File: src/logic/tpiod_pkg.sv
// Package: constants for the three-port I/O address decoder
package tpiod_pkg;

  // ----------------------------------------------------------------
  // Configuration offsets (byte addresses, dword aligned access)
  // ----------------------------------------------------------------
  localparam logic [7:0] IO_WINDOW_BASE_LOW_OFS   = 8'h1c;
  localparam logic [7:0] IO_WINDOW_LIMIT_LOW_OFS  = 8'h1d;
  localparam logic [7:0] IO_WINDOW_BASE_HIGH_OFS  = 8'h30;
  localparam logic [7:0] IO_WINDOW_LIMIT_HIGH_OFS = 8'h32;
  localparam logic [5:0] DWORD_LOW_IDX            = 6'h07;
  localparam logic [5:0] DWORD_HIGH_IDX           = 6'h0c;

  // ----------------------------------------------------------------
  // Field layout and reset values
  // ----------------------------------------------------------------
  localparam int         NIB_MSB         = 7;
  localparam int         NIB_LSB         = 4;
  localparam logic [3:0] ADDR32_CAP      = 4'h1;
  localparam logic [3:0] BASE_NIB_RST    = 4'h0;
  localparam logic [3:0] LIMIT_NIB_RST   = 4'h0;
  localparam logic [15:0] BASE_HIGH_RST  = 16'h0000;
  localparam logic [15:0] LIMIT_HIGH_RST = 16'h0000;
  localparam logic [11:0] BASE_FILL      = 12'h000;
  localparam logic [11:0] LIMIT_FILL     = 12'hfff;

  // ----------------------------------------------------------------
  // ISA aliasing: first 64KB, 1KB blocks, low 256 bytes pass
  // ----------------------------------------------------------------
  localparam logic [15:0] ISA_REGION_HIGH = 16'h0000;
  localparam int          ISA_SEL_MSB     = 9;
  localparam int          ISA_SEL_LSB     = 8;
  localparam logic [1:0]  ISA_LOW_QUARTER = 2'h0;

  // ----------------------------------------------------------------
  // Transaction origin and destination codes
  // ----------------------------------------------------------------
  typedef enum logic [1:0] {
    TPIOD_FROM_PRIMARY = 2'h0,
    TPIOD_FROM_SEC_ONE = 2'h1,
    TPIOD_FROM_SEC_TWO = 2'h2
  } tpiod_origin_t;

  localparam logic [2:0] DEST_NONE      = 3'h0;
  localparam logic [2:0] DEST_PRIMARY   = 3'h1;
  localparam logic [2:0] DEST_SEC_ONE   = 3'h2;
  localparam logic [2:0] DEST_SEC_TWO   = 3'h4;

endpackage

File: src/logic/tpiod_window_match.sv
// Window comparison and ISA aliasing for one secondary port
`timescale 1ns/1ps

module tpiod_window_match
  import tpiod_pkg::*;
#(
  parameter int ADDR_W = 32
)
(
  input  wire logic [15:0]       base_high,
  input  wire logic [3:0]        base_nib,
  input  wire logic [15:0]       limit_high,
  input  wire logic [3:0]        limit_nib,
  input  wire logic              isa_enable,
  input  wire logic [ADDR_W-1:0] addr,
  output logic                   in_window,
  output logic                   claim
);

  logic [31:0] base_full;
  logic [31:0] limit_full;
  logic        isa_hole;

  initial
  begin
    if (ADDR_W != 32)
      $error("tpiod_window_match: only 32-bit I/O addresses are served");
  end

  always_comb
  begin
    base_full  = {base_high, base_nib, BASE_FILL};
    limit_full = {limit_high, limit_nib, LIMIT_FILL};
    in_window  = (addr >= base_full) && (addr <= limit_full);
    isa_hole   = isa_enable && (addr[31:16] == ISA_REGION_HIGH)
                 && (addr[ISA_SEL_MSB:ISA_SEL_LSB] != ISA_LOW_QUARTER);
    claim      = in_window && !isa_hole;
  end

endmodule

File: src/logic/tpiod_decoder.sv
// I/O address decode, routing and window registers of a three-port bridge
`timescale 1ns/1ps

// Operation
// - Primary transactions in downstream ranges go down; other secondary ones go up.
// - Addresses pass unchanged; secondary I/O not claimed downstream goes upstream.
// - Port one initiator, hit in port two window only, routes to port two.
// - Port two initiator, hit in port one window only, routes to port one.
// - Primary I/O is ignored unless the I/O enable bit is set.
// - Secondary I/O and memory are ignored while master enable is clear.
// - Each secondary port has its own 32-bit base and limit window.
// - Inside a port window goes down; outside goes up from secondary.
// - Base above limit disables the window: nothing down, everything up.
// - Window decoding uses 4KB granularity and 4KB-aligned ends.
// - Base low byte: upper nibble is bits 15:12, lower nibble reads 1h.
// - Limit low byte: upper nibble is bits 15:12, lower reads 1h, low bits FFFh.
// - Register at 30h holds base address bits 31:16, fully writable.
// - Register at 32h holds limit address bits 31:16, fully writable.
// - Bus or chip reset sets base 0000_0000h and limit 0000_0FFFh.
// - ISA enable only affects in-window addresses below 64KB.
// - With ISA enable, only the low 256 bytes of each 1KB go down.
// - With ISA enable, upper 768 bytes below 64KB go upstream if master enabled.
// - At or above 64KB the window alone decides, whatever ISA enable says.
// - Other secondary I/O goes upstream when outside the window or in an ISA hole of it.
module tpiod_decoder
  import tpiod_pkg::*;
#(
  parameter int ADDR_W = 32,
  parameter int NUM_SEC = 2
)
(
  input  wire logic                  ref_clk,
  input  wire logic                  reset_n,
  input  wire logic                  prim_bus_reset,
  input  wire logic [NUM_SEC-1:0]    io_enable,
  input  wire logic [NUM_SEC-1:0]    master_enable,
  input  wire logic [NUM_SEC-1:0]    isa_enable,
  input  wire logic                  cfg_write,
  input  wire logic                  cfg_read,
  input  wire logic                  cfg_port,
  input  wire logic [7:0]            cfg_addr,
  input  wire logic [3:0]            cfg_byte_en,
  input  wire logic [31:0]           cfg_wdata,
  output logic [31:0]                cfg_rdata,
  output logic                       cfg_rdata_valid,
  input  wire logic                  txn_valid,
  input  wire tpiod_pkg::tpiod_origin_t txn_origin,
  input  wire logic                  txn_is_io,
  input  wire logic [ADDR_W-1:0]     txn_addr,
  output logic                       route_valid,
  output logic [2:0]                 route_dest,
  output logic                       route_ignored,
  output logic [ADDR_W-1:0]          route_addr
);

  initial
  begin
    if (ADDR_W != 32)
      $error("tpiod_decoder: only 32-bit I/O addresses are served");
    if (NUM_SEC != 2)
      $error("tpiod_decoder: exactly two secondary ports are served");
    if (IO_WINDOW_BASE_LOW_OFS[7:2] != DWORD_LOW_IDX || IO_WINDOW_LIMIT_LOW_OFS[7:2] != DWORD_LOW_IDX)
      $error("tpiod_decoder: low window fields must share one dword");
    if (IO_WINDOW_BASE_HIGH_OFS[7:2] != DWORD_HIGH_IDX || IO_WINDOW_LIMIT_HIGH_OFS[7:2] != DWORD_HIGH_IDX)
      $error("tpiod_decoder: high window fields must share one dword");
    if (IO_WINDOW_BASE_LOW_OFS[1:0] != 2'h0 || IO_WINDOW_LIMIT_LOW_OFS[1:0] != 2'h1)
      $error("tpiod_decoder: low window fields sit in byte lanes 0 and 1");
    if (IO_WINDOW_BASE_HIGH_OFS[1:0] != 2'h0 || IO_WINDOW_LIMIT_HIGH_OFS[1:0] != 2'h2)
      $error("tpiod_decoder: high window fields sit in half-words 0 and 1");
  end

  // ----------------------------------------------------------------
  // Helpers
  // ----------------------------------------------------------------
  function automatic logic [7:0] merge_byte(input logic [7:0] old_val, input logic [7:0] new_val,
                                            input logic enable);
    merge_byte = enable ? new_val : old_val;
  endfunction

  function automatic logic [15:0] merge_half(input logic [15:0] old_val, input logic [15:0] new_val,
                                             input logic [1:0] enable);
    merge_half = {merge_byte(old_val[15:8], new_val[15:8], enable[1]),
                  merge_byte(old_val[7:0], new_val[7:0], enable[0])};
  endfunction

  // ----------------------------------------------------------------
  // Window registers, one set per secondary port
  // ----------------------------------------------------------------
  logic [3:0]  io_window_base_low   [NUM_SEC];
  logic [3:0]  io_window_limit_low  [NUM_SEC];
  logic [15:0] io_window_base_high  [NUM_SEC];
  logic [15:0] io_window_limit_high [NUM_SEC];
  logic [3:0]  next_io_window_base_low   [NUM_SEC];
  logic [3:0]  next_io_window_limit_low  [NUM_SEC];
  logic [15:0] next_io_window_base_high  [NUM_SEC];
  logic [15:0] next_io_window_limit_high [NUM_SEC];
  logic [5:0]  cfg_dword;
  logic [7:0]  base_byte;
  logic [7:0]  limit_byte;

  assign cfg_dword = cfg_addr[7:2];

  // Only the writable nibbles of the low bytes are stored; the 1h capability
  // nibble is put back on read and cannot be overwritten.
  // A bus reset in the same cycle as a write wins and the write is lost.
  always_comb
  begin
    base_byte  = '0;
    limit_byte = '0;
    for (int p = 0; p < NUM_SEC; p++)
    begin
      next_io_window_base_low[p]   = io_window_base_low[p];
      next_io_window_limit_low[p]  = io_window_limit_low[p];
      next_io_window_base_high[p]  = io_window_base_high[p];
      next_io_window_limit_high[p] = io_window_limit_high[p];
      if (prim_bus_reset)
      begin
        next_io_window_base_low[p]   = BASE_NIB_RST;
        next_io_window_limit_low[p]  = LIMIT_NIB_RST;
        next_io_window_base_high[p]  = BASE_HIGH_RST;
        next_io_window_limit_high[p] = LIMIT_HIGH_RST;
      end
      else if (cfg_write && (cfg_port == p[0]))
      begin
        if (cfg_dword == DWORD_LOW_IDX)
        begin
          base_byte  = merge_byte({io_window_base_low[p], ADDR32_CAP}, cfg_wdata[7:0], cfg_byte_en[0]);
          limit_byte = merge_byte({io_window_limit_low[p], ADDR32_CAP}, cfg_wdata[15:8], cfg_byte_en[1]);
          next_io_window_base_low[p]  = base_byte[NIB_MSB:NIB_LSB];
          next_io_window_limit_low[p] = limit_byte[NIB_MSB:NIB_LSB];
        end
        if (cfg_dword == DWORD_HIGH_IDX)
        begin
          next_io_window_base_high[p]  = merge_half(io_window_base_high[p], cfg_wdata[15:0],
                                                    cfg_byte_en[1:0]);
          next_io_window_limit_high[p] = merge_half(io_window_limit_high[p], cfg_wdata[31:16],
                                                    cfg_byte_en[3:2]);
        end
      end
    end
  end

  always_ff @(posedge ref_clk or negedge reset_n)
  begin
    if (!reset_n)
    begin
      for (int p = 0; p < NUM_SEC; p++)
      begin
        io_window_base_low[p]   <= BASE_NIB_RST;
        io_window_limit_low[p]  <= LIMIT_NIB_RST;
        io_window_base_high[p]  <= BASE_HIGH_RST;
        io_window_limit_high[p] <= LIMIT_HIGH_RST;
      end
    end
    else
    begin
      for (int p = 0; p < NUM_SEC; p++)
      begin
        io_window_base_low[p]   <= next_io_window_base_low[p];
        io_window_limit_low[p]  <= next_io_window_limit_low[p];
        io_window_base_high[p]  <= next_io_window_base_high[p];
        io_window_limit_high[p] <= next_io_window_limit_high[p];
      end
    end
  end

  // ----------------------------------------------------------------
  // Configuration read-back
  // ----------------------------------------------------------------
  logic [31:0] next_cfg_rdata;
  logic        next_cfg_rdata_valid;

  // A read in the same cycle as a write returns the value before the write.
  // Data is zero whenever no read was taken, so stale words never linger.
  always_comb
  begin
    next_cfg_rdata       = '0;
    next_cfg_rdata_valid = cfg_read;
    if (cfg_read)
    begin
      if (cfg_dword == DWORD_LOW_IDX)
        next_cfg_rdata = {16'h0000,
                          io_window_limit_low[cfg_port], ADDR32_CAP,
                          io_window_base_low[cfg_port], ADDR32_CAP};
      else if (cfg_dword == DWORD_HIGH_IDX)
        next_cfg_rdata = {io_window_limit_high[cfg_port], io_window_base_high[cfg_port]};
    end
  end

  always_ff @(posedge ref_clk or negedge reset_n)
  begin
    if (!reset_n)
    begin
      cfg_rdata       <= '0;
      cfg_rdata_valid <= 1'b0;
    end
    else
    begin
      cfg_rdata       <= next_cfg_rdata;
      cfg_rdata_valid <= next_cfg_rdata_valid;
    end
  end

  // ----------------------------------------------------------------
  // Window match per port
  // ----------------------------------------------------------------
  logic [NUM_SEC-1:0] in_window;
  logic [NUM_SEC-1:0] claim;

  // ISA holes are cut per port, each with its own ISA enable bit
  for (genvar g = 0; g < NUM_SEC; g++)
  begin : g_win
    tpiod_window_match #(
      .ADDR_W (ADDR_W)
    ) u_match (
      .base_high  (io_window_base_high[g]),
      .base_nib   (io_window_base_low[g]),
      .limit_high (io_window_limit_high[g]),
      .limit_nib  (io_window_limit_low[g]),
      .isa_enable (isa_enable[g]),
      .addr       (txn_addr),
      .in_window  (in_window[g]),
      .claim      (claim[g])
    );
  end

  // ----------------------------------------------------------------
  // Routing decision
  // ----------------------------------------------------------------
  logic              next_route_valid;
  logic [2:0]        next_route_dest;
  logic              next_route_ignored;
  logic [ADDR_W-1:0] next_route_addr;

  // Decoding uses the window registers as they stand, so a write reaches the
  // decision one cycle later; software must keep the buses idle meanwhile.
  // Port one wins a primary access claimed by both windows.
  // A cross-port hit does not consult the far port's I/O enable.
  always_comb
  begin
    next_route_valid   = txn_valid;
    next_route_dest    = DEST_NONE;
    next_route_addr    = txn_addr;
    case (txn_origin)
      TPIOD_FROM_PRIMARY:
      begin
        if (txn_is_io && io_enable[0] && claim[0])
          next_route_dest = DEST_SEC_ONE;
        else if (txn_is_io && io_enable[1] && claim[1])
          next_route_dest = DEST_SEC_TWO;
      end
      TPIOD_FROM_SEC_ONE:
      begin
        if (!master_enable[0])
          next_route_dest = DEST_NONE;
        else if (!txn_is_io)
          next_route_dest = DEST_PRIMARY;
        else if (claim[0])
          next_route_dest = DEST_NONE;
        else if (claim[1])
          next_route_dest = DEST_SEC_TWO;
        else
          next_route_dest = DEST_PRIMARY;
      end
      TPIOD_FROM_SEC_TWO:
      begin
        if (!master_enable[1])
          next_route_dest = DEST_NONE;
        else if (!txn_is_io)
          next_route_dest = DEST_PRIMARY;
        else if (claim[1])
          next_route_dest = DEST_NONE;
        else if (claim[0])
          next_route_dest = DEST_SEC_ONE;
        else
          next_route_dest = DEST_PRIMARY;
      end
      default:
        next_route_dest = DEST_NONE;
    endcase
    next_route_ignored = txn_valid && (next_route_dest == DEST_NONE);
    if (!txn_valid)
      next_route_dest = DEST_NONE;
  end

  always_ff @(posedge ref_clk or negedge reset_n)
  begin
    if (!reset_n)
    begin
      route_valid   <= 1'b0;
      route_dest    <= DEST_NONE;
      route_ignored <= 1'b0;
      route_addr    <= '0;
    end
    else
    begin
      route_valid   <= next_route_valid;
      route_dest    <= next_route_dest;
      route_ignored <= next_route_ignored;
      route_addr    <= next_route_addr;
    end
  end

endmodule

File: config.mk
export PLATFORM = sky130hd
export DESIGN_NAME = tpiod_decoder
export DESIGN_NICKNAME = d
export VERILOG_FILES = /design/src/logic/tpiod_pkg.sv /design/src/logic/tpiod_window_match.sv /design/src/logic/tpiod_decoder.sv
export SDC_FILE = /design/constraint.sdc
export NUM_CORES = 1
export LEC_CHECK = 0
export BUFFER_PORTS_ARGS = -buffer_cell sky130_fd_sc_hd__buf_2
export CAP_MARGIN = 30
export CORE_ASPECT_RATIO = 0.75
export CORE_UTILIZATION = 60
export CTS_BUF_LIST = sky130_fd_sc_hd__clkbuf_8
export CTS_CLUSTER_DIAMETER = 40
export DETAILED_ROUTE_END_ITERATION = 12
export PLACE_DENSITY = 0.85
export REMOVE_ABC_BUFFERS = 1
export SKIP_LAST_GASP = 1
export SLEW_MARGIN = 20
export SYNTH_ARGS = -nofsm -noshare
export SYNTH_HDL_FRONTEND = slang
export SYNTH_SLANG_ARGS = --single-unit
export TNS_END_PERCENT = 30
File: constraint.sdc
create_clock -name ref_clk -period 4.5 [get_ports ref_clk]
set_input_delay 0.9 -clock ref_clk [delete_from_list [all_inputs] [get_ports ref_clk]]
set_output_delay 0.9 -clock ref_clk [all_outputs]
set_load 0.01 [all_outputs]
==> impl_results.md, run 1 <==
- Final-layout worst hold slack: 380.9 ps
- FFs w/ async S/R, synth: 100.0%
- Post-Route Skew: 10.78 ps
- Post-Syn Area: 7656 um2
- Placement Rows: 35
- Maximum net fanout on the critical path: 6
- Number of buffers on the longest clock path: 2
- Combined area of the multi-input logic cells: 3497 um2
- Post-detail-place hpwl: 13.96 mm
- Power density relative to cell area: 336.6 nW/um2
- Overall Global Routing Usage: 30.59%
- Peak Freq: 0.3363 GHz
- Crit share post-route: 66.08%
- Maximum number of pins on one net before global-route repair: 114
- Number of buffers created by CTS: 17
- Clock-pin slew on the worst setup and hold paths: 90 ps
- Arr. time, crit path: 3310 ps
- Routability congestion estimate: 0.8717
- Unrepaired setup endpoints after global routing: no
- Required time at the worst-slack endpoint: 4840 ps
- Number of vias per cell: 5.612
- Cell types occupying the most area after synthesis: sky130_fd_sc_hd__dfrtp_1, sky130_fd_sc_hd__ha_1, sky130_fd_sc_hd__mux2i_1
- Fillcell total: 888
- Time the worst path needs with I/O delays and setup: 2973 ps
- Endpoint kind of the worst setup timing path: register
- Fraction of post-synthesis cell area in the top cell type by area: 49.03%
- Root buffer cell: sky130_fd_sc_hd__clkbuf_8
- Global-route wire length before repair: 31.02 mm
- Avg Cell Area, Syn: 9.704 um2
- Wire length reported by the detailed router: 19.00 mm
- Kind of start point of the critical path: input port
- Worst setup path category: input port to register
- Static Leak: 4.540 nW
- Fraction of layout instances using a drive strength above 1: 21.60%
- Largest voltage drop on the vdd net: 0.0002137 V
- Post-CTS Setup Repair Bufs: 0
- Worst slack at placement: 1115 ps
- Chip height: 99.83 um
- EDFF count, synth: 0
- Die area: 13,220 um2
- Insertion delay of the later-clocked pin in the worst-skew pair: 450 ps
- Number of violations reported at the end of detailed-routing iteration 0: 382
- H-tree depth reported by CTS: 4
- Number of unique standard cell types used by synthesis: 37
- Net count of the finished layout: 1,131
- Number of clock sinks seen by CTS: 150
- Relative max-transition margin: 45.57%
- Relative area change from synthesis to final layout: 19.38%
- Run status: finished clean
- Remaining routing DRC violations: 0
- Commonest non-fill, non-tap cell in the layout: sky130_fd_sc_hd__buf_2
- TritonRoute pass-1 iters: 5
- Per-cell routed wire length: 16.69 um
- Diode insertion count for antenna repair: 0
- Count of synthesis-stage warnings from yosys: 0
- Predominant post-synthesis flop cell: sky130_fd_sc_hd__dfrtp_1
- Max-slew violation total from the final report: 0
- Total number of vias: 6,386
- Gate count of the mapped netlist: 789
- Number of top-level pins: 162
- Sequential Area: 3754 um2
- Commonest cells after routing, fill and taps aside: sky130_fd_sc_hd__buf_2, sky130_fd_sc_hd__dfrtp_1, sky130_fd_sc_hd__nand2_1
- Maximum capacitance violations: 0
- Core region area: 12,350 um2
- Transition at the pin with the smallest max-transition slack: 816.4 ps
- Number of global-route vias before repair: 6,300
- Effective utilization at floorplan: 62.00%
- Residual overflow from global routing: 0
- Number of routed nets with antenna violations: 0
- Port Buffers: 159
- Setup TNS: 0 ps
- CTS-repair resized insts: 0
- Min-Delay Path Class: input port to asynchronous set/reset pin
- Initial antenna violation count: 1
- CTS hold repair buffers: 0
- PnR worst setup slack: 1527 ps
- Width of the die: 132.4 um
- Part of the Yosys area used for sequential elements: 49.03%
- Final-report setup violation count: 0
- Number of synthesized register bits: 150
- Library cell occupying the most area in the post-synthesis netlist: sky130_fd_sc_hd__dfrtp_1
- CTS tree: yes
- Final Hold Violating Endpoints: 0
metal layers:
layer	vias up	track usage [%]	wire length, um
met3	35	5.556	1551
li1	3064	-	-
met1	3011	43.44	8458
met2	274	48.62	8672
met5	-	0	12
met4	2	8.930	303
path summary, 6_finish.rpt:
check                                              start                       end  slack [ps]  cells past startpoint
max in group asynchronous                        reset_n   io_window_limit_high[0]        3130                      3
worst min register to register  io_window_limit_high[31]  io_window_limit_high[31]         510                      2
worst max register to register  io_window_limit_high[26]             route_ignored        1720                      9
worst max-delay path                        txn_addr[26]             route_ignored        1530                      9
min in group ref_clk            io_window_limit_high[31]  io_window_limit_high[31]         510                      2
worst min-delay path                             reset_n    io_window_limit_low[1]         380                      1
cell usage after synthesis (2+ instances only):
master / number
sky130_fd_sc_hd__a211oi_1: 3
sky130_fd_sc_hd__a21oi_1: 38
sky130_fd_sc_hd__a221oi_1: 3
sky130_fd_sc_hd__a31o_2: 2
sky130_fd_sc_hd__a31oi_1: 5
sky130_fd_sc_hd__and3_1: 3
sky130_fd_sc_hd__and4_1: 8
sky130_fd_sc_hd__buf_1: 4
sky130_fd_sc_hd__clkbuf_1: 18
sky130_fd_sc_hd__dfrtp_1: 150
sky130_fd_sc_hd__ha_1: 80
sky130_fd_sc_hd__inv_1: 86
sky130_fd_sc_hd__mux2i_1: 42
sky130_fd_sc_hd__nand2_1: 108
sky130_fd_sc_hd__nand2b_1: 33
sky130_fd_sc_hd__nand3_1: 14
sky130_fd_sc_hd__nand4_1: 14
sky130_fd_sc_hd__nor2_1: 35
sky130_fd_sc_hd__nor2b_1: 4
sky130_fd_sc_hd__nor3_1: 8
sky130_fd_sc_hd__nor4_1: 8
sky130_fd_sc_hd__o211ai_1: 5
sky130_fd_sc_hd__o21ai_0: 24
sky130_fd_sc_hd__o21ai_1: 73
sky130_fd_sc_hd__o22ai_1: 8
sky130_fd_sc_hd__or4_1: 2
report_power, final:
part           total [mW]  leakage, nW  switching [mW]  internal (mW)
sequential           1.47         1.95          0.0488           1.42
combinational       0.494         2.38           0.295          0.199
clock                1.12        0.209           0.531          0.584
total                3.08         4.54           0.875           2.20
registers in the layout (all words and copies together) (netlist names):
name / cells
cfg_rdata_valid: 1
io_window_limit_high: 32
route_valid: 1
io_window_limit_low: 8
io_window_base_high: 32
route_addr: 32
route_ignored: 1
io_window_base_low: 8
route_dest: 3
cfg_rdata: 32
worst max-delay path, cell delays in order:
cell and delay (ps):
sky130_fd_sc_hd__buf_2 160, sky130_fd_sc_hd__ha_1 340, sky130_fd_sc_hd__nand4_1 160, sky130_fd_sc_hd__nor4_1 650, sky130_fd_sc_hd__nand3_1 180, sky130_fd_sc_hd__a22oi_2 210
sky130_fd_sc_hd__nand3_2 100, sky130_fd_sc_hd__or4_1 420, sky130_fd_sc_hd__and4_1 190
cells by family (layout without fill, tap and decap cells):
logic type / count (synthesis) / after routing / share of synthesized area (%)
and+or+nand+nor: 241 / 241 / 15.05
AOI/OAI and AO/OA: 168 / 168 / 12.06
DFF: 150 / 150 / 49.03
buffers and inverters: 108 / 291 / 5.295
adders and majority gates: 80 / 80 / 13.07
muxes: 42 / 42 / 5.491
stage by stage:
step	total power [mW]	util, %	cells	cell area (um2)
after floorplan	1.751	-	767	7574
after global placement	1.947	69.99	1100	8643
after detailed placement	1.976	70.29	1105	8681
after CTS	3.090	73.79	1137	9112
after global routing	3.237	74.01	1138	9140
final	3.076	74.01	1138	9140
final cells by class:
| class | count | share of cell area [%] |
|---|---|---|
| Timing Repair Buffer | 173 | 10.14 |
| Clock buffer | 19 | 2.861 |
| Multi-Input combinational cell | 531 | 38.26 |
| Sequential cell | 150 | 41.07 |
| Tap cell | 166 | 2.272 |
| Clock inverter | 13 | 1.862 |
| Inverter | 86 | 3.532 |
(Power assumes the default switching activity.)
==> run 2: changes to the inputs <==
Settings changed: CORE_UTILIZATION 60 to 51, PLACE_DENSITY 0.85 to 0.76.
Clock period 4.5 ns to 2.7 ns, I/O delays scaled along.
==> impl_results.md, run 2 (synthesis results as in run 1) <==
- Run status: finished clean
- Per-cell routed wire length: 16.27 um (-2.5%)
- Relative area change from synthesis to final layout: 25.36%
- Core region area: 14,550 um2 (+18%)
- Combinational Power Share: 18.0% (+1.9 points)
- Number of routed nets with antenna violations: 0 (unchanged)
- Number of vias per cell: 5.353 (-4.6%)
- Transition at the pin with the smallest max-transition slack: 729.6 ps (-86.83 ps)
- Final core utilization: 65.97% (-8.0 points)
- Relative max-transition margin: 51.36% (+5.8 points)
- Static Leak: 4.760 nW (+4.9%)
- Min-Delay Path Class: input port to asynchronous set/reset pin
- Maximum capacitance violations: 0 (unchanged)
- H-tree depth reported by CTS: 4 (unchanged)
- Commonest cells after routing, fill and taps aside: sky130_fd_sc_hd__buf_2, sky130_fd_sc_hd__dfrtp_1, sky130_fd_sc_hd__nand2_1
- Final-layout worst hold slack: 47.94 ps (-333.0 ps)
- Fraction of layout instances using a drive strength above 1: 25.57% (+4.0 points)
- Placement Rows: 38 (+8.6%)
- Routability congestion estimate: 0.8801 (+0.96%)
- Setup TNS: 0 ps (unchanged)
- Worst slack at placement: -252.9 ps (-1368 ps)
- Residual overflow from global routing: 0 (unchanged)
- Arr. time, crit path: 2970 ps (-340 ps)
- Initial antenna violation count: 1 (unchanged)
- Total number of vias: 6,499 (+1.8%)
- Chip height: 108.1 um (+8.3%)
- Required time at the worst-slack endpoint: 3040 ps (-1800 ps)
- Number of buffers created by CTS: 17 (unchanged)
- Design Power: 5.051 mW (+64%)
- Wire length reported by the detailed router: 19.76 mm (+4.0%)
- Share of total power in the clock network: 33.6% (-2.7 points)
- Clock-pin slew on the worst setup and hold paths: 80 ps (about the same)
- Worst setup path category: register to register
- Maximum net fanout on the critical path: 3 (-3)
- Endpoint kind of the worst setup timing path: register
- Time the worst path needs with I/O delays and setup: 2630 ps
- CTS hold repair buffers: 0 (unchanged)
- Number of violations reported at the end of detailed-routing iteration 0: 439 (+15%)
- FF-to-FF Start: io_window_base_high[17]
- CTS tree: yes
- Crit share post-route: 97.39%
- Net Sw Power: 1.457 mW (+66%)
- TritonRoute pass-1 iters: 5 (unchanged)
- Net count of the finished layout: 1,173 (+3.7%)
- Overall Global Routing Usage: 26.84% (-3.7 points)
- Critical path launch point: io_window_base_high[17]
- Post-detail-place hpwl: 14.70 mm (+5.3%)
- Fillcell total: 1,196 (+35%)
- Kind of start point of the critical path: register
- PnR worst setup slack: 70.35 ps (-1456 ps)
- Post-route cell area: 9598 um2 (+5.0%)
- Remaining routing DRC violations: 0 (unchanged)
- Post-Route Skew: 9.503 ps (-1.279 ps)
- Sequential power share: 48.4% (+0.7 points)
- Largest voltage drop on the vdd net: 0.0002963 V (+39%)
- Commonest non-fill, non-tap cell in the layout: sky130_fd_sc_hd__buf_2
- Number of cells in the design after placement: 1,180 (+6.8%)
- Insertion delay of the later-clocked pin in the worst-skew pair: 450 ps (about the same)
- Global-route wire length before repair: 31.40 mm (+1.2%)
- Die area: 15,510 um2 (+17%)
- Number of clock sinks seen by CTS: 150 (unchanged)
- Number of global-route vias before repair: 6,205 (-1.5%)
- Final std cells w/o fill: 1,214 (+6.7%)
- Number of top-level pins: 162 (unchanged)
- Root buffer cell: sky130_fd_sc_hd__clkbuf_8
- Switching power as a share of total power: 28.83% (+0.40 points)
- Peak Freq: 0.3803 GHz
- Cell Int Power: 3.595 mW (+63%)
- Number of buffers on the longest clock path: 2 (unchanged)
- Power density relative to cell area: 526.3 nW/um2 (+56%)
- Final Hold Violating Endpoints: 0 (unchanged)
- Placed Area: 9114 um2 (+5.0%)
- Port Buffers: 159 (unchanged)
- Final-report setup violation count: 0 (unchanged)
- Effective utilization at floorplan: 52.62% (-9.4 points)
- Width of the die: 143.5 um (+8.3%)
- Maximum number of pins on one net before global-route repair: 58 (-49%)
- Max-slew violation total from the final report: 0 (unchanged)
run 2: changes by cell type in the layout (fill, tap and decap cells not counted), sizes merged:
cell / before / now
buf: 173 / 215
bufinv: 3 / 2
clkbuf: 19 / 18
clkinv: 4 / 5
diode: 0 / 1
run 2: repair_timing:
item,4_1_cts,5_1_grt
setup buffers,0,2
pin swaps,0,3
endpoints found under the setup margin,1,2
gates resized for setup,1,10
run 2: final cells by class:
| class | count | area, um2 | area share (%) |
|---|---|---|---|
| Timing Repair Buffer | 215 | 1297 | 13.52 |
| Multi-Input combinational cell | 531 | 3588 | 37.39 |
| Tap cell | 200 | 250.2 | 2.607 |
| Clock inverter | 13 | 135.1 | 1.408 |
| Sequential cell | 150 | 3754 | 39.11 |
| Inverter | 86 | 322.8 | 3.363 |
| Clock buffer | 18 | 247.7 | 2.581 |
| Antenna cell | 1 | 2.502 | 0.02607 |
run 2: critical path, cell delays in order, from the launching register on:
cell and delay (ps):
sky130_fd_sc_hd__dfrtp_1 390, sky130_fd_sc_hd__inv_1 90, sky130_fd_sc_hd__ha_4 270, sky130_fd_sc_hd__nand4_1 100
sky130_fd_sc_hd__or4_4 550, sky130_fd_sc_hd__o221ai_4 230, sky130_fd_sc_hd__a31o_4 210, sky130_fd_sc_hd__nand3_2 80
sky130_fd_sc_hd__or4_4 420, sky130_fd_sc_hd__and4_1 180
run 2: path summary, 6_finish.rpt:
check	to	slack, ps	depth (start not counted)
max	route_ignored	70	9
min	cfg_rdata[26]	50	1
max reg2reg	route_ignored	70	9
min reg2reg	io_window_limit_high[13]	520	2
max in group asynchronous	io_window_base_high[6]	2000	2
min in group ref_clk	route_addr[3]	220	1
run 2: power by group through the flow:
| stage | Clock, mW | Sequential, mW | Combinational (mW) |
|---|---|---|---|
| 5_1_grt | 1.82 | 2.46 | 1.03 |
| 3_3_place_gp | 0 | 2.48 | 0.839 |
| 3_5_place_dp | 0 | 2.49 | 0.872 |
| 6_report | 1.70 | 2.45 | 0.910 |
| 4_1_cts | 1.72 | 2.44 | 0.882 |
| 2_1_floorplan | 0 | 2.48 | 0.437 |
run 2: metal layers:
layer | global-route usage [%] | share of wire (%) | vias to the layer above
li1 | - | - | 3150
met1 | 37.59 | 47 | 3095
met2 | 42.41 | 45 | 231
met3 | 6.377 | 7.5 | 23
met4 | 5.775 | 1.0 | 0
met5 | 0 | 0 | -
